<file path="src/core/sfrsd_params.svh">
// Constants for the serial flash reset and status discovery front end.
// Assumes it is included by bare name from the core files only.
`ifndef SFRSD_PARAMS_SVH
`define SFRSD_PARAMS_SVH

// Instruction codes seen on the data lines.
`define SFRSD_OP_RST_EN 8'h66
`define SFRSD_OP_RST 8'h99
`define SFRSD_OP_WREN 8'h06
`define SFRSD_OP_VWREN 8'h50
`define SFRSD_OP_WRSR 8'h01
`define SFRSD_OP_RDSR 8'h05
`define SFRSD_OP_RDSFDP 8'h5a

// Fields of the sixteenth basic parameter dword, high field first.
`define SFRSD_DW16_ENTER4B 8'h80
`define SFRSD_DW16_EXIT4B 10'h300
`define SFRSD_DW16_SOFTRST 6'h10
`define SFRSD_DW16_RFU 1'h1
`define SFRSD_DW16_SR1CFG 7'h68
`define SFRSD_DW16 {`SFRSD_DW16_ENTER4B, `SFRSD_DW16_EXIT4B, `SFRSD_DW16_SOFTRST, `SFRSD_DW16_RFU, \
    `SFRSD_DW16_SR1CFG}
`define SFRSD_DW16_ADDR 24'h00003c
`define SFRSD_SFDP_FILL 8'hff

// Status register one: reset value, the bits that a status write may change and the stored write time.
`define SFRSD_SR1_RST 8'h00
`define SFRSD_SR1_WR_MASK 8'hfc
`define SFRSD_NV_WRITE_CYCLES 16'h0008

// Address phase length in bytes for discoverable-parameter reads.
`define SFRSD_ADDR_BYTES 2'h3

`endif

</file>
<file path="src/core/sfrsd_pkg.sv">
// Types shared by the serial flash reset and status discovery front end.
// Assumes nothing of its surroundings.
package sfrsd_pkg;

    typedef enum logic [1:0] {LANE_X1, LANE_X2, LANE_X4} sfrsd_lane_t;

    typedef enum logic [2:0] {ST_OPCODE, ST_WDATA, ST_ADDR, ST_DUMMY, ST_OUT, ST_IGNORE} sfrsd_state_t;

endpackage

</file>
<file path="src/core/sfrsd_core.sv">
// Serial flash command front end: software reset, status register one copies and parameter dword sixteen.
// Assumes the serial pins are synchronous to CLOCK and each serial clock phase lasts at least three CLOCK cycles.
`timescale 1ns/10ps
`include "sfrsd_params.svh"

module sfrsd_core #(
    parameter logic [15:0] NV_WRITE_CYCLES = `SFRSD_NV_WRITE_CYCLES
) (
    // Clock and reset
    input wire logic CLOCK,
    input wire logic NRST,
    // Serial bus
    input wire logic SPI_CS_N,
    input wire logic SPI_SCK,
    input wire logic [3:0] SPI_IO_IN,
    output logic [3:0] SPI_IO_OUT,
    output logic [3:0] SPI_IO_OE,
    // Interface mode of the device
    input wire sfrsd_pkg::sfrsd_lane_t IO_MODE,
    // Status towards the rest of the device
    output logic [7:0] SR1_EFFECTIVE,
    output logic [7:0] SR1_NV,
    output logic SR1_BUSY,
    output logic SR1_WEL,
    output logic SOFT_RESET
);

    logic sck_d_ff;
    logic sck_rise;
    logic sck_fall;
    logic byte_valid;
    logic [7:0] byte_data;
    sfrsd_pkg::sfrsd_state_t state_ff;
    sfrsd_pkg::sfrsd_state_t nxt_state;
    logic [7:0] cmd_ff;
    logic [7:0] nxt_cmd;
    logic [7:0] prev_cmd_ff;
    logic [7:0] nxt_prev_cmd;
    logic [23:0] addr_ff;
    logic [23:0] nxt_addr;
    logic [1:0] addr_cnt_ff;
    logic [1:0] nxt_addr_cnt;
    logic [7:0] tx_ff;
    logic [7:0] nxt_tx;
    logic [3:0] tx_cnt_ff;
    logic [3:0] nxt_tx_cnt;
    logic [3:0] io_out_ff;
    logic [3:0] nxt_io_out;
    logic [3:0] io_oe_ff;
    logic [3:0] nxt_io_oe;
    logic [7:0] nv_ff;
    logic [7:0] nxt_nv;
    logic [7:0] vol_ff;
    logic [7:0] nxt_vol;
    logic vol_act_ff;
    logic nxt_vol_act;
    logic wr_vol_ff;
    logic nxt_wr_vol;
    logic wel_ff;
    logic nxt_wel;
    logic busy_ff;
    logic nxt_busy;
    logic [15:0] busy_cnt_ff;
    logic [15:0] nxt_busy_cnt;
    logic [7:0] pend_ff;
    logic [7:0] nxt_pend;
    logic loaded_ff;
    logic nxt_loaded;
    logic soft_rst_ff;
    logic nxt_soft_rst;

    // Edge detection on the sampled serial clock; the pin is already synchronous.
    assign sck_rise = SPI_SCK & ~sck_d_ff;
    assign sck_fall = ~SPI_SCK & sck_d_ff;

    sfrsd_lane_shift u_shift (
        .clk(CLOCK),
        .nrst(NRST),
        .cs_n(SPI_CS_N),
        .sck_rise(sck_rise),
        .io_in(SPI_IO_IN),
        .lanes(IO_MODE),
        .byte_valid(byte_valid),
        .byte_data(byte_data)
    );

    always_comb
    begin
        logic [31:0] dw16;
        logic [7:0] status;
        logic [7:0] sfdp;
        logic [3:0] step;
        logic load;
        logic [7:0] load_val;
        dw16 = `SFRSD_DW16;
        status = {vol_ff[7:2], wel_ff, busy_ff};
        sfdp = `SFRSD_SFDP_FILL;
        if (addr_ff[23:2] == `SFRSD_DW16_ADDR >> 2)
        begin
            sfdp = dw16[{addr_ff[1:0], 3'h0} +: 8];
        end
        step = (IO_MODE == sfrsd_pkg::LANE_X1) ? 4'h1 : (IO_MODE == sfrsd_pkg::LANE_X2) ? 4'h2 : 4'h4;
        load = 1'b0;
        load_val = status;
        nxt_state = state_ff;
        nxt_cmd = cmd_ff;
        nxt_prev_cmd = prev_cmd_ff;
        nxt_addr = addr_ff;
        nxt_addr_cnt = addr_cnt_ff;
        nxt_tx = tx_ff;
        nxt_tx_cnt = tx_cnt_ff;
        nxt_nv = nv_ff;
        nxt_vol = vol_ff;
        nxt_vol_act = vol_act_ff;
        nxt_wr_vol = wr_vol_ff;
        nxt_wel = wel_ff;
        nxt_busy = busy_ff;
        nxt_busy_cnt = busy_cnt_ff;
        nxt_pend = pend_ff;
        nxt_loaded = 1'b1;
        nxt_soft_rst = 1'b0;
        // The working copy is filled one cycle after reset release, as a reset may only load constants.
        if (!loaded_ff)
        begin
            nxt_vol = nv_ff;
        end
        // Completion of the non-volatile write: the working copy follows unless the volatile copy rules.
        if (busy_cnt_ff != 16'h0000)
        begin
            nxt_busy_cnt = busy_cnt_ff - 16'h0001;
            if (busy_cnt_ff == 16'h0001)
            begin
                nxt_busy = 1'b0;
                nxt_wel = 1'b0;
                nxt_nv = pend_ff;
                if (!vol_act_ff)
                begin
                    nxt_vol = pend_ff;
                end
            end
        end
        if (SPI_CS_N)
        begin
            nxt_state = sfrsd_pkg::ST_OPCODE;
        end
        else if (byte_valid)
        begin
            unique case (state_ff)
                sfrsd_pkg::ST_OPCODE:
                begin
                    nxt_cmd = byte_data;
                    nxt_prev_cmd = byte_data;
                    nxt_state = sfrsd_pkg::ST_IGNORE;
                    if (byte_data == `SFRSD_OP_RST)
                    begin
                        if (prev_cmd_ff == `SFRSD_OP_RST_EN)
                        begin
                            // Reset reloads the working copy and aborts a pending write.
                            nxt_soft_rst = 1'b1;
                            nxt_vol = nv_ff;
                            nxt_vol_act = 1'b0;
                            nxt_wel = 1'b0;
                            nxt_busy = 1'b0;
                            nxt_busy_cnt = 16'h0000;
                            // An abort in the write's last cycle must not let the stored copy move past the working one.
                            nxt_nv = nv_ff;
                        end
                    end
                    else if (byte_data == `SFRSD_OP_RDSR)
                    begin
                        load = 1'b1;
                        nxt_state = sfrsd_pkg::ST_OUT;
                    end
                    else if (busy_ff)
                    begin
                        nxt_state = sfrsd_pkg::ST_IGNORE;
                    end
                    else if (byte_data == `SFRSD_OP_WREN)
                    begin
                        nxt_wel = 1'b1;
                    end
                    else if (byte_data == `SFRSD_OP_WRSR)
                    begin
                        if (prev_cmd_ff == `SFRSD_OP_VWREN || wel_ff)
                        begin
                            nxt_wr_vol = (prev_cmd_ff == `SFRSD_OP_VWREN);
                            nxt_state = sfrsd_pkg::ST_WDATA;
                        end
                    end
                    else if (byte_data == `SFRSD_OP_RDSFDP)
                    begin
                        nxt_addr_cnt = 2'h0;
                        nxt_state = sfrsd_pkg::ST_ADDR;
                    end
                end
                sfrsd_pkg::ST_WDATA:
                begin
                    nxt_state = sfrsd_pkg::ST_IGNORE;
                    if (wr_vol_ff)
                    begin
                        nxt_vol = (byte_data & `SFRSD_SR1_WR_MASK) | (vol_ff & ~`SFRSD_SR1_WR_MASK);
                        nxt_vol_act = 1'b1;
                    end
                    else
                    begin
                        nxt_pend = (byte_data & `SFRSD_SR1_WR_MASK) | (nv_ff & ~`SFRSD_SR1_WR_MASK);
                        nxt_busy = 1'b1;
                        nxt_busy_cnt = NV_WRITE_CYCLES;
                    end
                end
                sfrsd_pkg::ST_ADDR:
                begin
                    nxt_addr = {addr_ff[15:0], byte_data};
                    nxt_addr_cnt = addr_cnt_ff + 2'h1;
                    if (addr_cnt_ff == `SFRSD_ADDR_BYTES - 2'h1)
                    begin
                        nxt_state = sfrsd_pkg::ST_DUMMY;
                    end
                end
                sfrsd_pkg::ST_DUMMY:
                begin
                    load = 1'b1;
                    load_val = sfdp;
                    nxt_addr = addr_ff + 24'h000001;
                    nxt_state = sfrsd_pkg::ST_OUT;
                end
                default:
                begin
                    nxt_state = state_ff;
                end
            endcase
        end
        else if (state_ff == sfrsd_pkg::ST_OUT && sck_fall)
        begin
            nxt_tx = tx_ff << step;
            nxt_tx_cnt = tx_cnt_ff - step;
            if (tx_cnt_ff == step)
            begin
                load = 1'b1;
                load_val = (cmd_ff == `SFRSD_OP_RDSR) ? status : sfdp;
                if (cmd_ff != `SFRSD_OP_RDSR)
                begin
                    nxt_addr = addr_ff + 24'h000001;
                end
            end
        end
        if (load)
        begin
            nxt_tx = load_val;
            nxt_tx_cnt = 4'h8;
        end
        // Output lanes follow the interface mode; single lane answers on line one.
        nxt_io_out = 4'h0;
        nxt_io_oe = 4'h0;
        if (!SPI_CS_N && nxt_state == sfrsd_pkg::ST_OUT)
        begin
            unique case (IO_MODE)
                sfrsd_pkg::LANE_X1:
                begin
                    nxt_io_out = {2'h0, nxt_tx[7], 1'h0};
                    nxt_io_oe = 4'h2;
                end
                sfrsd_pkg::LANE_X2:
                begin
                    nxt_io_out = {2'h0, nxt_tx[7:6]};
                    nxt_io_oe = 4'h3;
                end
                default:
                begin
                    nxt_io_out = nxt_tx[7:4];
                    nxt_io_oe = 4'hf;
                end
            endcase
        end
    end

    always_ff @(posedge CLOCK or negedge NRST)
    begin
        if (!NRST)
        begin
            sck_d_ff <= 1'b0;
            state_ff <= sfrsd_pkg::ST_OPCODE;
            cmd_ff <= 8'h00;
            prev_cmd_ff <= 8'h00;
            addr_ff <= 24'h000000;
            addr_cnt_ff <= 2'h0;
            tx_ff <= 8'h00;
            tx_cnt_ff <= 4'h0;
            io_out_ff <= 4'h0;
            io_oe_ff <= 4'h0;
            nv_ff <= `SFRSD_SR1_RST;
            vol_ff <= `SFRSD_SR1_RST;
            vol_act_ff <= 1'b0;
            wr_vol_ff <= 1'b0;
            wel_ff <= 1'b0;
            busy_ff <= 1'b0;
            busy_cnt_ff <= 16'h0000;
            pend_ff <= `SFRSD_SR1_RST;
            loaded_ff <= 1'b0;
            soft_rst_ff <= 1'b0;
        end
        else
        begin
            sck_d_ff <= SPI_SCK;
            state_ff <= nxt_state;
            cmd_ff <= nxt_cmd;
            prev_cmd_ff <= nxt_prev_cmd;
            addr_ff <= nxt_addr;
            addr_cnt_ff <= nxt_addr_cnt;
            tx_ff <= nxt_tx;
            tx_cnt_ff <= nxt_tx_cnt;
            io_out_ff <= nxt_io_out;
            io_oe_ff <= nxt_io_oe;
            nv_ff <= nxt_nv;
            vol_ff <= nxt_vol;
            vol_act_ff <= nxt_vol_act;
            wr_vol_ff <= nxt_wr_vol;
            wel_ff <= nxt_wel;
            busy_ff <= nxt_busy;
            busy_cnt_ff <= nxt_busy_cnt;
            pend_ff <= nxt_pend;
            loaded_ff <= nxt_loaded;
            soft_rst_ff <= nxt_soft_rst;
        end
    end

    assign SPI_IO_OUT = io_out_ff;
    assign SPI_IO_OE = io_oe_ff;
    assign SR1_EFFECTIVE = vol_ff;
    assign SR1_NV = nv_ff;
    assign SR1_BUSY = busy_ff;
    assign SR1_WEL = wel_ff;
    assign SOFT_RESET = soft_rst_ff;

endmodule // sfrsd_core

</file>
<file path="src/core/sfrsd_lane_shift.sv">
// Byte assembler for the serial data lines in one, two or four lane mode.
// Assumes the caller gives a one-cycle pulse for each rising serial clock edge.
`timescale 1ns/10ps

module sfrsd_lane_shift (
    // Clock and reset
    input wire logic clk,
    input wire logic nrst,
    // Serial side
    input wire logic cs_n,
    input wire logic sck_rise,
    input wire logic [3:0] io_in,
    input wire sfrsd_pkg::sfrsd_lane_t lanes,
    // Assembled byte
    output logic byte_valid,
    output logic [7:0] byte_data
);

    logic [7:0] sh_ff;
    logic [7:0] nxt_sh;
    logic [3:0] cnt_ff;
    logic [3:0] nxt_cnt;
    logic valid_ff;
    logic nxt_valid;

    always_comb
    begin
        logic [7:0] shifted;
        logic [3:0] step;
        shifted = sh_ff;
        step = 4'h1;
        unique case (lanes)
            sfrsd_pkg::LANE_X1:
            begin
                shifted = {sh_ff[6:0], io_in[0]};
                step = 4'h1;
            end
            sfrsd_pkg::LANE_X2:
            begin
                shifted = {sh_ff[5:0], io_in[1:0]};
                step = 4'h2;
            end
            default:
            begin
                shifted = {sh_ff[3:0], io_in[3:0]};
                step = 4'h4;
            end
        endcase
        nxt_sh = sh_ff;
        nxt_cnt = cnt_ff;
        nxt_valid = 1'b0;
        if (cs_n)
        begin
            nxt_cnt = 4'h0;
        end
        else if (sck_rise)
        begin
            nxt_sh = shifted;
            if (cnt_ff + step == 4'h8)
            begin
                nxt_cnt = 4'h0;
                nxt_valid = 1'b1;
            end
            else
            begin
                nxt_cnt = cnt_ff + step;
            end
        end
    end

    always_ff @(posedge clk or negedge nrst)
    begin
        if (!nrst)
        begin
            sh_ff <= 8'h00;
            cnt_ff <= 4'h0;
            valid_ff <= 1'b0;
        end
        else
        begin
            sh_ff <= nxt_sh;
            cnt_ff <= nxt_cnt;
            valid_ff <= nxt_valid;
        end
    end

    assign byte_valid = valid_ff;
    assign byte_data = sh_ff;

endmodule // sfrsd_lane_shift

</file>
<file path="config.mk">
export PLATFORM = sky130hd
export DESIGN_NAME = sfrsd_core
export DESIGN_NICKNAME = d
export VERILOG_FILES = /design/src/core/sfrsd_pkg.sv /design/src/core/sfrsd_core.sv /design/src/core/sfrsd_lane_shift.sv
export VERILOG_INCLUDE_DIRS = /design/src /design/src/core
export SDC_FILE = /design/constraint.sdc
export NUM_CORES = 1
export LEC_CHECK = 0
export ABC_AREA = 1
export BUFFER_PORTS_ARGS = -buffer_cell sky130_fd_sc_hd__buf_2
export CAP_MARGIN = 30
export CELL_PAD_IN_SITES_DETAIL_PLACEMENT = 1
export CELL_PAD_IN_SITES_GLOBAL_PLACEMENT = 1
export CORE_ASPECT_RATIO = 1.1
export CORE_MARGIN = 1
export CORE_UTILIZATION = 46
export DETAILED_ROUTE_END_ITERATION = 10
export PLACE_DENSITY = 0.86
export SLEW_MARGIN = 20
export SYNTH_ARGS = -nofsm -noshare
export SYNTH_HDL_FRONTEND = slang
export SYNTH_SLANG_ARGS = --single-unit
export TNS_END_PERCENT = 50
</file>
<file path="constraint.sdc">
create_clock -name CLOCK -period 2.3 [get_ports CLOCK]
set_clock_uncertainty 0.15 [all_clocks]
set_input_delay 0.345 -clock CLOCK [delete_from_list [all_inputs] [get_ports CLOCK]]
set_output_delay 0.345 -clock CLOCK [all_outputs]
set_load 0.03 [all_outputs]
</file>
---- Yosys cells after proc, flatten, opt, wreduce, memory -nomap -nowiden ----
Index checks and enable logic that the tools add are counted.
storage, ports and cells
  word-level logic and storage cells ...... 207
  input bits .............................. 10
  flip-flop bits (word level) ............. 117
  output and inout port bits .............. 27
cells by class
  equality and inequality tests ........... 33
  add/subtract/negate cells ............... 5
  reduce and logical (&&, ||, !) cells .... 22
  bitwise operators ....................... 12
  muxes and demuxes ....................... 110
  shift-type cells ........................ 2
operators with widths
  operator                                                                       count
  8-bit 2-to-1 mux                                                               27
  16-bit 2-to-1 mux                                                              6
  24-bit 2-to-1 mux                                                              4
  24-bit one-hot mux with 2 select lines                                         1
  3-bit 2-to-1 mux                                                               12
  4-bit 2-to-1 mux                                                               9
  1-bit 2-to-1 mux                                                               34
  16-bit one-hot mux with 2 select lines                                         1
  8-bit one-hot mux with 2 select lines                                          2
  32-bit by 6-bit variable part select with 8-bit output (first input constant)  1
  24-bit by 1-bit adder with 24-bit output (second input constant)               1
  8-bit by 3-bit equality test with 1-bit output (second input constant)         3
  8-bit by 7-bit equality test with 1-bit output (second input constant)         3
  22-bit by 4-bit equality test with 1-bit output (second input constant)        1
  2-bit inequality test (second input constant)                                  10
  9-bit AND reduction                                                            2
  16-bit by 1-bit equality test with 1-bit output (second input constant)        1
  8-bit by 2-bit OR with 8-bit output                                            2
  4-bit one-hot mux with 2 select lines                                          2
  16-bit nonzero test                                                            1
  16-bit by 1-bit subtractor with 16-bit output (second input constant)          1
  2-bit nonzero test                                                             7
  2-bit 2-to-1 mux                                                               6
  3-bit one-hot mux with 4 select lines                                          1
  other kinds (32)                                                               46

---- Depth between registers and ports, before layout ----
Gate-level depths: netlist (run 1).
  depth after elaboration ................. 14
  gate-level depth with buffers ........... 15
  mapped depth without buffers ............ 14

---- Modules after synthesis ----
From an unflattened synthesis (run 1), not the netlist that was laid out.
second synthesis, totals
  cells, all modules ...................... 981
  area, all modules ....................... 7249.5 µm²
modules (own cells, without submodules)
  module            times used  area each (µm²)  cells each  seq. area each (µm²)
  sfrsd_core        1           6498.7           887         2577.5
  sfrsd_lane_shift  1           750.7            94          325.3

---- Worst setup path after synthesis (run 1) ----
Ideal clock, no wire load.
  path kind ............................... input-to-reg
  start point ............................. input port IO_MODE[1]
  end point ............................... register io_out_ff[0], in the netlist SPI_IO_OUT[0]
  required time ........................... 2032 ps
  slack ................................... 71 ps
  stages on the path ...................... 15
  library setup time ...................... 118 ps
  path buffers ............................ 1
  data arrival time ....................... 1961 ps
  cell sequence ........................... buf_2 inv_2 nand2_1 ha_1 nand4_1 nor2_2 nand2_1 nand2_2 nand2_2 clkinv_2 nand2_1 nor2_1 nor2_2 nand2_1 nand2_1
on the way
  word-level cells in the longest chain between the ends .. 11
  elaborated cells between the ends (all ways) .. 20
  classes of those cells .................. eq/ne (2); shift (1); mux (16); reduce/logical (1)
ends and longest elaborated chain
  what                                                  RTL line           RTL
  start: declaration                                    sfrsd_core.sv:19   input wire sfrsd_pkg::sfrsd_lane_t IO_MODE,
  2-bit by 1-bit equality test with 1-bit output        sfrsd_core.sv:102  step = (IO_MODE == sfrsd_pkg::LANE_X1) ? 4'h1 : (IO_MODE == sfrsd_pkg::LANE_X2) ? 4'h2 : 4'h4;
  3-bit 2-to-1 mux                                      sfrsd_core.sv:102
  3-bit 2-to-1 mux *                                    sfrsd_core.sv:102
  4-bit by 3-bit equality test with 1-bit output        sfrsd_core.sv:237  if (tx_cnt_ff == step)
  8-bit 2-to-1 mux or 1-bit 2-to-1 mux (tied branches)  sfrsd_core.sv:237
  8-bit 2-to-1 mux or 1-bit 2-to-1 mux (tied branches)  sfrsd_core.sv:233  else if (state_ff == sfrsd_pkg::ST_OUT && sck_fall)
  8-bit 2-to-1 mux or 1-bit 2-to-1 mux (tied branches)  sfrsd_core.sv:146  else if (byte_valid)
  8-bit 2-to-1 mux or 1-bit 2-to-1 mux (tied branches)  sfrsd_core.sv:142  if (SPI_CS_N)
  8-bit 2-to-1 mux *                                    sfrsd_core.sv:247  if (load)
  via nxt_tx[4]                                         sfrsd_core.sv:44   logic [7:0] nxt_tx;
  4-bit one-hot mux with 2 select lines *               sfrsd_core.sv:257  unique case (IO_MODE)
  4-bit 2-to-1 mux *                                    sfrsd_core.sv:255  if (!SPI_CS_N && nxt_state == sfrsd_pkg::ST_OUT)
  via nxt_io_out[0]                                     sfrsd_core.sv:48   logic [3:0] nxt_io_out;
  end signal: assignment                                sfrsd_core.sv:312  io_out_ff <= nxt_io_out;
  end: declaration                                      sfrsd_core.sv:47   logic [3:0] io_out_ff;
The timed path passes the listed nets; every way through them passes the cells marked *. The select of a mux whose other input is x is not followed.
A chain may end at the register's enable or synchronous reset.

---- Final worst setup path (run 1) ----
  start point ............................. register state_ff[2]
  end point ............................... register vol_act_ff
on the way
  word-level cells in the longest chain between the ends .. 3
  elaborated cells between the ends (all ways) .. 8
  classes of those cells .................. eq/ne (4); mux (1); reduce/logical (3)
ends and longest elaborated chain
  what                                                                               RTL line           RTL
  start: declaration                                                                 sfrsd_core.sv:33   sfrsd_pkg::sfrsd_state_t state_ff;
  start signal: assignment                                                           sfrsd_core.sv:282  state_ff <= sfrsd_pkg::ST_OPCODE;
  start signal: assignment                                                           sfrsd_core.sv:305  state_ff <= nxt_state;
  3-bit by 1-bit equality test with 1-bit output or 3-bit zero test (tied branches)  sfrsd_core.sv:148  unique case (state_ff)
  2-bit inequality test (no source line) or 2-bit nonzero test (tied branches)       n/a
  6-bit AND reduction (no source line)                                               n/a
  end signal: assignment                                                             sfrsd_core.sv:316  vol_act_ff <= nxt_vol_act;
  end: declaration                                                                   sfrsd_core.sv:55   logic vol_act_ff;
Several ways; a longest one is shown, not always the timed one.

==> results of run 1 <==
==> worst paths after layout <==
path,start,to
max in group asynchronous,NRST,SR1_NV[4]
setup reg to reg,state_ff[2],vol_act_ff
min in group asynchronous,NRST,addr_ff[18]
setup / recovery,state_ff[2],vol_act_ff
hold reg to reg,addr_cnt_ff[1],addr_cnt_ff[1]
hold / removal,SPI_IO_IN[2],u_shift.byte_data[2]
==> layout make-up <==
| cell class | count | area [um2] | share of cell area, % |
|---|---|---|---|
| multi-input cells | 682 | 3490 | 41.9 |
| repair buffers | 78 | 556 | 6.67 |
| clock buffers | 27 | 543 | 6.52 |
| well taps | 196 | 245 | 2.95 |
| inverters | 145 | 548 | 6.58 |
| flip-flops and latches | 116 | 2900 | 34.9 |
| clock inverters | 3 | 40.0 | 0.481 |
==> cell families after synthesis <==
| group | count (synthesis) | synth area share, % |
|---|---|---|
| other cells | 1 | 0.0530 |
| compound gates | 183 | 14.8 |
| fa+ha+maj | 17 | 3.22 |
| simple gates | 462 | 28.6 |
| flops | 116 | 41.0 |
| xor+xnor | 19 | 2.35 |
| buf+inv | 171 | 9.95 |
==> power groups by stage <==
stage | registers (mW) | logic, mW | clock network, mW
3_5_place_dp | 2.31 | 0.625 | 0
5_1_grt | 2.30 | 0.725 | 2.74
3_3_place_gp | 2.31 | 0.599 | 0
4_1_cts | 2.28 | 0.642 | 2.66
6_report | 2.28 | 0.646 | 2.63
2_1_floorplan | 2.27 | 0.392 | 0
==> per-layer routing <==
| layer | wire [um] | vias up | share of wire (%) | global-route usage [%] |
|---|---|---|---|---|
| met2 | 11400 | 130 | 51 | 51.3 |
| met3 | 659 | 55 | 2.9 | 5.58 |
| met4 | 686 | 0 | 3.0 | 13.0 |
| met5 | 0 | - | 0 | 0 |
| met1 | 9800 | 3467 | 43 | 36.3 |
| li1 | - | 3299 | - | - |
==> cells in the final DEF (no fill, tap or decap), types with 4 or more instances in the layout <==
cell type,instances
nand2_1,227
inv_1,131
dfrtp_1,116
nor2_1,98
o21ai_0,84
nand3_1,55
a21oi_1,44
buf_4,36
buf_2,35
nor3_1,26
xor2_1,17
clkbuf_16,17
nand4_1,15
ha_1,14
o211ai_1,11
inv_2,10
nor2_2,10
a22oi_1,9
o22ai_1,8
clkbuf_8,8
o21ai_1,7
a32oi_1,7
nor2_4,6
nor4_1,6
nand2_2,5
buf_12,4
==> metrics by stage <==
| step | cells | hold slack, ns | cell area, um2 |
|---|---|---|---|
| 2_1_floorplan | 969 | -0.101 | 7080 |
| 3_3_place_gp | 1212 | 0.175 | 7670 |
| 3_5_place_dp | 1212 | 0.173 | 7670 |
| 4_1_cts | 1245 | 0.0683 | 8290 |
| 5_1_grt | 1247 | 0.0850 | 8330 |
| 6_report | 1247 | 0.0802 | 8330 |
==> critical path, cell delays in order (launching register included) <==
cell	delay [ns]
dfrtp_1	0.48
nor3_1	0.36
inv_1	0.16
nor2_1	0.21
nor2_1	0.08
nand2_1	0.26
inv_2	0.09
o21ai_0	0.26
==> what timing repair did <==
item | CTS | global route
gates resized for setup | 0 | 6
hold buffers | 3 | 0
buffers inserted | 0 | 2
endpoints found under the hold margin | 31 | 0
endpoints found under the setup margin | 0 | 13
==> flip-flops by register name, indices dropped and copies added, names as in the netlist, 2 cells and up <==
signal	cells
addr_ff	24
prev_cmd_ff	8
SR1_EFFECTIVE	8
SPI_IO_OE	3
SPI_IO_OUT	4
state_ff	3
u_shift.byte_data	8
busy_cnt_ff	16
tx_ff	8
tx_cnt_ff	4
pend_ff	8
u_shift.cnt_ff	4
SR1_NV	8
addr_cnt_ff	2
==> metrics.txt, run 1 <==
status finished clean; internal power 4.07 mW; Max Cap Viol 0; Psw 1.50 mW; antenna fix cells 0; CTS Buf Count 17; I/O Buffers 36; vias 6,951; Syn. warnings 0; part of the power in registers 41.0%; Slew @ Worst Pin 0.516 ns; syn avg cell area 7.30 um2; synthesis-to-layout area growth 17.6%; total core area 0.0151 mm2; Synth cell types 47; area leader, netlist dfrtp_1; hpwl dp 16.1 mm; Cells after Synth 969; Die Y 132 um; pwr dens 668 mW/mm2; Vias/cell 5.57; Post-synth top cells 227 x nand2_1, 131 x inv_1, 116 x dfrtp_1; most common cell in the netlist nand2_1; Cell Area, Synth 0.00708 mm2; synth top area cells dfrtp_1 41%, nand2_1 12%, inv_1 6.9%; slew margin rel. 65.6%; CP Launch Type register; Post-synth EDFFs 0; routability cong. 0.902; VDD IR max 436 uV; Tot GR Track Use 29.8%; total nets after synthesis 996; Hold Violations, Final 0; Clock power frac 47.4%; # setup viols final 0; die area 0.0159 mm2; sequential area share after synthesis 41.0%; Root Buffer clkbuf_16; Sw Share 26.9%; CP Class reg -> reg; clock sink count 116; R2R cell count 7; final slew viol count 0; Post-synth ARST share 100%; Die Wd 120 um; worst skew pair latency 0.43 ns; leakage 4.09 nW; Setup crit end kind register; Layout fillers 1,950; First-pass DRT Iterations 4; Crit path required time 2.47 ns; share of cells above drive strength 1 14.2%; Setup TNS 0 ns; pre-CTS setup slack 0.00547 ns; fin crit share 94.2%; Worst Hold Depth 3; min-delay worst type in -> reg; overall power 5.56 mW; Final Worst Setup Slack 0.133 ns; IO Pins 37; routed len/inst 18.1 um; first-pass GRT wire length 36.7 mm; CTS H-tree lvls 4; Iteration-0 DRC Markers 379; reg2reg setup slack 0.13 ns; CTS tree built; DRC 0; WP data arrival 2.33 ns; minimum clock period after layout 2.17 ns; Peak Freq 462 MHz; synthesis-stage register bit count 116; ys flop type dfrtp_1; Detailed Route WL 22.6 mm; layout net count 1,067; CTS max path bufs 2; CP max FO 7; number of global-route vias before repair 7,317; Reg clk slew, reported paths 0.06 ns; Final Util 55.3%; initial antenna violation count 0; RSZ-0062 raised after global routing yes; pin count of the biggest net entering global routing 47; Final ANT Viol Nets 0; Std-Cell Rows 47; Overflow after GRT 0; Starting Density 47.0%; post-synth top area share 41.0%; Combinational Power Share 11.6%
Note: power is estimated with default switching activity, not from simulation.
==> inputs of run 2 (changes only) <==
- CORE_UTILIZATION: 46 -> 35
- PLACE_DENSITY: 0.86 -> 0.69
==> run 2 against run 1 <==
Effect of this change:
- worst hold slack lost 0.012 ns
- sequential power is essentially flat
- total power grew 3.7%
- via count shrank 2.7%
- clock power grew 8.0%
- clock-buffer cell count shrank 8
- design area grew 1.8%
- sequential share of layout area shrank 0.60 points
- wire length is essentially flat
- sequential cell count is the same
- critical endpoint is now SPI_IO_OUT[0]
==> metrics.txt, run 2 (synthesis gave the netlist of run 1 again) <==
status finished clean; Crit path required time 2.51 ns; Reg clk slew, reported paths 0.06 ns; Root Buffer clkbuf_16; Die Y 151 um; Final ANT Viol Nets 0; minimum clock period after layout 2.12 ns; Worst Hold Depth 3; Setup crit end kind register; min-delay worst type in -> reg; CTS tree built; cell mode on critical path nand2_1; Top reg by flops addr_ff; hpwl dp 16.6 mm; DRC 0; number of global-route vias before repair 7,335; fin crit share 92.2%; VDD IR max 498 uV; Iteration-0 DRC Markers 289; Layout fillers 2,464; First-pass DRT Iterations 4; total core area 0.0198 mm2; slowest cell on the critical path dfrtp_1; routed len/inst 17.2 um; delay of the slowest critical-path stage 0.43 ns; CTS H-tree lvls 4; layout net count 1,076; hold endpoint u_shift.byte_data[3]; IO Pins 37; Critical Path Stages 12; critical path's top delay family simple AND/OR/NAND/NOR gates; CP Class reg -> reg; final slew viol count 0; initial antenna violation count 0; Detailed Route WL 22.6 mm; # setup viols final 0; Tot GR Track Use 23.7%; slew margin rel. 52.0%; WP data arrival 2.33 ns; setup bufs post-CTS 0; share of cells above drive strength 1 15.3%; footprint of the multi-input gates 0.00349 mm2; antenna fix cells 0; pwr dens 681 mW/mm2; I/O Buffers 36; Hold Violations, Final 0; Reg area 0.00291 mm2; max FFs per register 24; clock sink count 116; synthesis-to-layout area growth 19.8%; Std-Cell Rows 54; R2R cell count 12; Buf/Inv on CP 1; Max Cap Viol 0; Starting Density 35.8%; Peak Freq 472 MHz; Overflow after GRT 0; CP max FO 5; leakage 4.13 nW; r2r startpoint u_shift.byte_data[7]; Largest regs addr_ff: 24 flops, busy_cnt_ff: 16 flops; routability cong. 0.824; worst-path cell chain inv_1, nor2_1, nand2_1, nor2_2, nor2_1, nand3_1, nand2_1, nand2_1, nand2_1, nor3_1, nand2_1, nand2_1; Die Wd 138 um; CTS Buf Count 17; CP Launch Type register; most common cell after layout, fill and taps aside nand2_1; reg2reg setup slack 0.18 ns; Min Hold Slack 0.0678 ns; most frequent cells in the layout 227 x nand2_1, 131 x inv_1, 114 x dfrtp_1, 98 x nor2_1, 84 x o21ai_0; CTS max path bufs 2; worst r2r dst SPI_IO_OUT[0]; RSZ-0062 raised after global routing yes; Hold Startpoint SPI_IO_IN[3]; first-pass GRT wire length 37.7 mm; die area 0.0208 mm2; Inst Count DP 1,279; Vias/cell 5.14; vias 6,760; Slew @ Worst Pin 0.720 ns; non-filler cells, final 1,314; pin count of the biggest net entering global routing 117; worst skew pair latency 0.42 ns
run 2: metal layers:
metal	GRT usage [%]	vias to the layer above	share of wire [%]
met5	0	-	0
met4	7.80	0	2.0
met3	3.35	38	1.9
met2	42.3	85	51
met1	29.2	3325	45
li1	-	3312	-
run 2: final cells by class:
type | instances | share of cell area, %
clock buffers | 19 | 5.34
clock inverters | 13 | 2.04
inverters | 145 | 6.43
multi-input cells | 682 | 41.1
flip-flops and latches | 116 | 34.3
well taps | 252 | 3.72
repair buffers | 87 | 7.05
run 2: stage by stage:
step	util (%)	area, um2	setup slack (ns)	total power [mW]	setup TNS [ns]
finish	42.8	8480	0.179	5.77	0
CTS	42.7	8460	0.102	5.82	0
detailed placement	39.4	7800	-0.0173	2.96	-0.0443
floorplan	-	7080	0.0708	2.66	0
global route	42.8	8480	-0.00606	5.99	-0.00606
global placement	39.4	7800	0.0582	2.94	0
run 2: worst max-delay path by stage:
| stage | from | endpoint | slack, ns |
|---|---|---|---|
| after global placement | IO_MODE[1] | addr_ff[12] | 0.06 |
| after CTS | u_shift.byte_data[4] | SPI_IO_OUT[2] | 0.10 |
| after floorplan | IO_MODE[1] | SPI_IO_OUT[0] | 0.07 |
| after detailed placement | IO_MODE[1] | addr_ff[13] | -0.02 |
| after global routing | u_shift.byte_data[7] | SPI_IO_OUT[0] | -0.006 |
| final | u_shift.byte_data[7] | SPI_IO_OUT[0] | 0.18 |
run 2: where the power goes:
group | switching, mW | total (mW) | internal, mW
Combinational | 0.414 | 0.636 | 0.222
Sequential | 0.141 | 2.30 | 2.16
Clock | 1.06 | 2.84 | 1.78
Total | 1.62 | 5.77 | 4.15
run 2: tightest hold or removal path: stages:
cell	delay, ns
buf_2	0.10
nand2_1	0.05
a32oi_1	0.09
run 2: repair_timing:
item / in CTS / in global routing
hold buffers: 3 / 0
gates resized for setup: 0 / 6
setup endpoints to repair: 0 / 8
hold endpoints to repair: 118 / 0
==> inputs of run 3 (changes only) <==
- ABC_AREA: 1 -> 0
- PLACE_DENSITY: 0.69 -> 0.67
==> run 3 against run 2 <==
Effect of this change:
- the flow now finishes with violations (setup timing)
- area after synthesis shrank 7.7%
- global-route usage shrank 1.2 points
- sequential cell count is the same
- largest power group unchanged
- synthesized cell count shrank 28%
- first-iteration DRC count grew 0.35%
- worst hold slack lost 0.016 ns
- design area grew 5.3%
- total power grew 3.9%
- critical path depth shrank 6
==> metrics.txt, run 3 <==
Min Hold Slack 0.0518 ns; Final ANT Viol Nets 0; critical path's top delay family simple AND/OR/NAND/NOR gates; CTS max path bufs 2; CTS tree built; VDD IR max 564 uV; minimum clock period after layout 2.61 ns; leakage 3.96 nW; most common cell after layout, fill and taps aside dfrtp_1; Detailed Route WL 21.6 mm; Synth Area in Simple Gates 19.0%; Post-synth EDFFs 0; Post-Synth Adder-Cell Area 3.49%; Post-synth top cells 116 x dfrtp_1, 67 x nand2_1, 53 x o21ai_0; pre-CTS setup slack -0.416 ns; synthesis-stage register bit count 116; clock sink count 116; CTS H-tree lvls 4; initial antenna violation count 0; Slew @ Worst Pin 0.565 ns; worst skew pair latency 0.42 ns; CTS Buf Count 17; max FFs per register 24; DRC 0; die area 0.0192 mm2; most frequent cells in the layout 116 x dfrtp_1, 98 x buf_4, 62 x nand2_1, 41 x nor2_1, 35 x buf_2; fin crit share 114%; footprint of the multi-input gates 0.00380 mm2; vias 5,989; Final Util 48.6%; CP Class reg -> reg; synth top area cells dfrtp_1 44%, mux2_2 4.1%, o21ai_0 4.1%; I/O Buffers 36; Cell Area, Synth 0.00653 mm2; multiplexer share of the synthesized area 7.66%; most common cell in the netlist dfrtp_1; status complete, but fails checks; routed len/inst 20.1 um; total core area 0.0183 mm2; Top reg by flops addr_ff; post-synth top area share 44.5%; Cells after Synth 693; Final Worst Setup Slack -0.313 ns; RSZ-0062 raised after global routing yes; pwr dens 672 mW/mm2; First-pass DRT Iterations 5; pin count of the biggest net entering global routing 46; share of cells above drive strength 1 36.8%; layout net count 849; first-pass GRT wire length 34.0 mm; slowest cell on the critical path or4_4; Die Y 145 um; slew margin rel. 62.1%; number of global-route vias before repair 6,545; Post-synth ARST share 100%; min-delay worst type in -> reg; area leader, netlist dfrtp_1; Overflow after GRT 0; Tot GR Track Use 22.6%; Max Cap Viol 0; WP data arrival 2.78 ns; antenna fix cells 0; Buf/Inv on CP 1; Reg area 0.00290 mm2; Crit path required time 2.46 ns; hpwl dp 14.6 mm; syn avg cell area 9.42 um2; cell mode on critical path or4_4; Hold Violations, Final 0; sequential area share after synthesis 44.5%; synthesis-to-layout area growth 36.7%; Die Wd 132 um; CP Launch Type register; total nets after synthesis 720; ys flop type dfrtp_1; final slew viol count 0; overall power 6.00 mW; Setup crit end kind register; Peak Freq 383 MHz; Vias/cell 5.56; Synth cell types 74; Reg clk slew, reported paths 0.06 ns; failing checks setup timing; Syn. warnings 0; delay of the slowest critical-path stage 0.54 ns; Synth Area in Compound Gates 18.5%; Layout fillers 2,075; Largest regs addr_ff: 24 flops, busy_cnt_ff: 16 flops; CP max FO 8; routability cong. 0.852; XOR/XNOR share of the synthesized area 2.55%; Iteration-0 DRC Markers 290; Starting Density 35.6%; # setup viols final 65; worst-path cell chain or4_4, or3_4, or4_4, nor2_4, buf_12, mux2_2; Root Buffer clkbuf_16; IO Pins 37; main combinational cell family by area after synthesis simple AND/OR/NAND/NOR gates; Std-Cell Rows 52
[run 3: cell types whose count changed after synthesis, sizes merged, moves of 8 or more]
cell,change
nand3,-43
mux2,+24
nor2b,+12
a211oi,+8
o21ai,-32
mux2i,+23
clkbuf,+28
o211ai,-8
inv,-120
nor3,-10
nor2,-68
nand2b,+12
nand2,-167
[run 3: what timing repair did]
action                                  in CTS  in global routing
pin swaps                                   25                 38
endpoints found under the setup margin      74                 76
setup buffers                                9                  7
resized for setup                           47                 93
gates cloned                                 2                  2
hold buffers                                 2                  0
hold endpoints to repair                    32                  0
[run 3: worst paths after layout]
kind / start / end / slack [ns] / depth (start not counted)
worst max-delay path: busy_cnt_ff[3] / SR1_NV[0] / -0.31 / 6
worst min-delay path: SPI_IO_IN[0] / u_shift.byte_data[0] / 0.05 / 2
worst max register to register: busy_cnt_ff[3] / SR1_NV[0] / -0.31 / 6
worst min register to register: addr_cnt_ff[1] / addr_cnt_ff[1] / 0.35 / 2
max in group asynchronous: NRST / state_ff[2] / 1.07 / 3
min in group asynchronous: NRST / addr_ff[11] / 0.29 / 2
[run 3: power breakdown]
part	total [mW]	switching, mW	internal, mW
sequential	2.32	0.123	2.19
combinational	1.07	0.565	0.508
clock	2.61	1.09	1.52
[run 3: per-stage QoR]
step                      instances  TNS (ns)  area (um2)
after floorplan                 693    -13.02        6660
after global placement         1026    -14.28        7650
after detailed placement       1026    -18.50        7650
after CTS                      1071    -10.12        8550
after global routing           1078    -15.60        8920
final                          1078    -11.62        8920
[run 3: worst register-to-register path: stages, from the launching register on]
cell,delay [ns]
dfrtp_1,0.39
or4_4,0.55
or3_4,0.35
or4_4,0.48
nor2_4,0.13
buf_12,0.14
mux2_2,0.33
[run 3: layout make-up]
cell class,instances,share of cell area [%]
tap,243,3.41
multi-input combinational,508,42.6
sequential,116,32.5
timing repair buffer,157,14.1
inverter,22,0.981
clock buffer,18,4.81
clock inverter,14,1.58
[run 3: layer usage]
layer / up-vias / global-route usage (%) / share of wire (%)
met3: 50 / 4.12 / 3.1
li1: 2774 / - / -
met5: - / 0 / 0
met1: 3038 / 27.2 / 43
met4: 0 / 9.48 / 2.9
met2: 127 / 39.3 / 51
[run 3: kinds of logic (layout without fill, tap and decap cells)]
logic type	after synthesis	count (layout)
DFF	116	116
buffers and inverters	69	211
AOI/OAI and AO/OA	190	190
adders and majority gates	17	17
other	1	1
xor gates and xnor gates	19	19
and+or+nand+nor	234	234
muxes	47	47
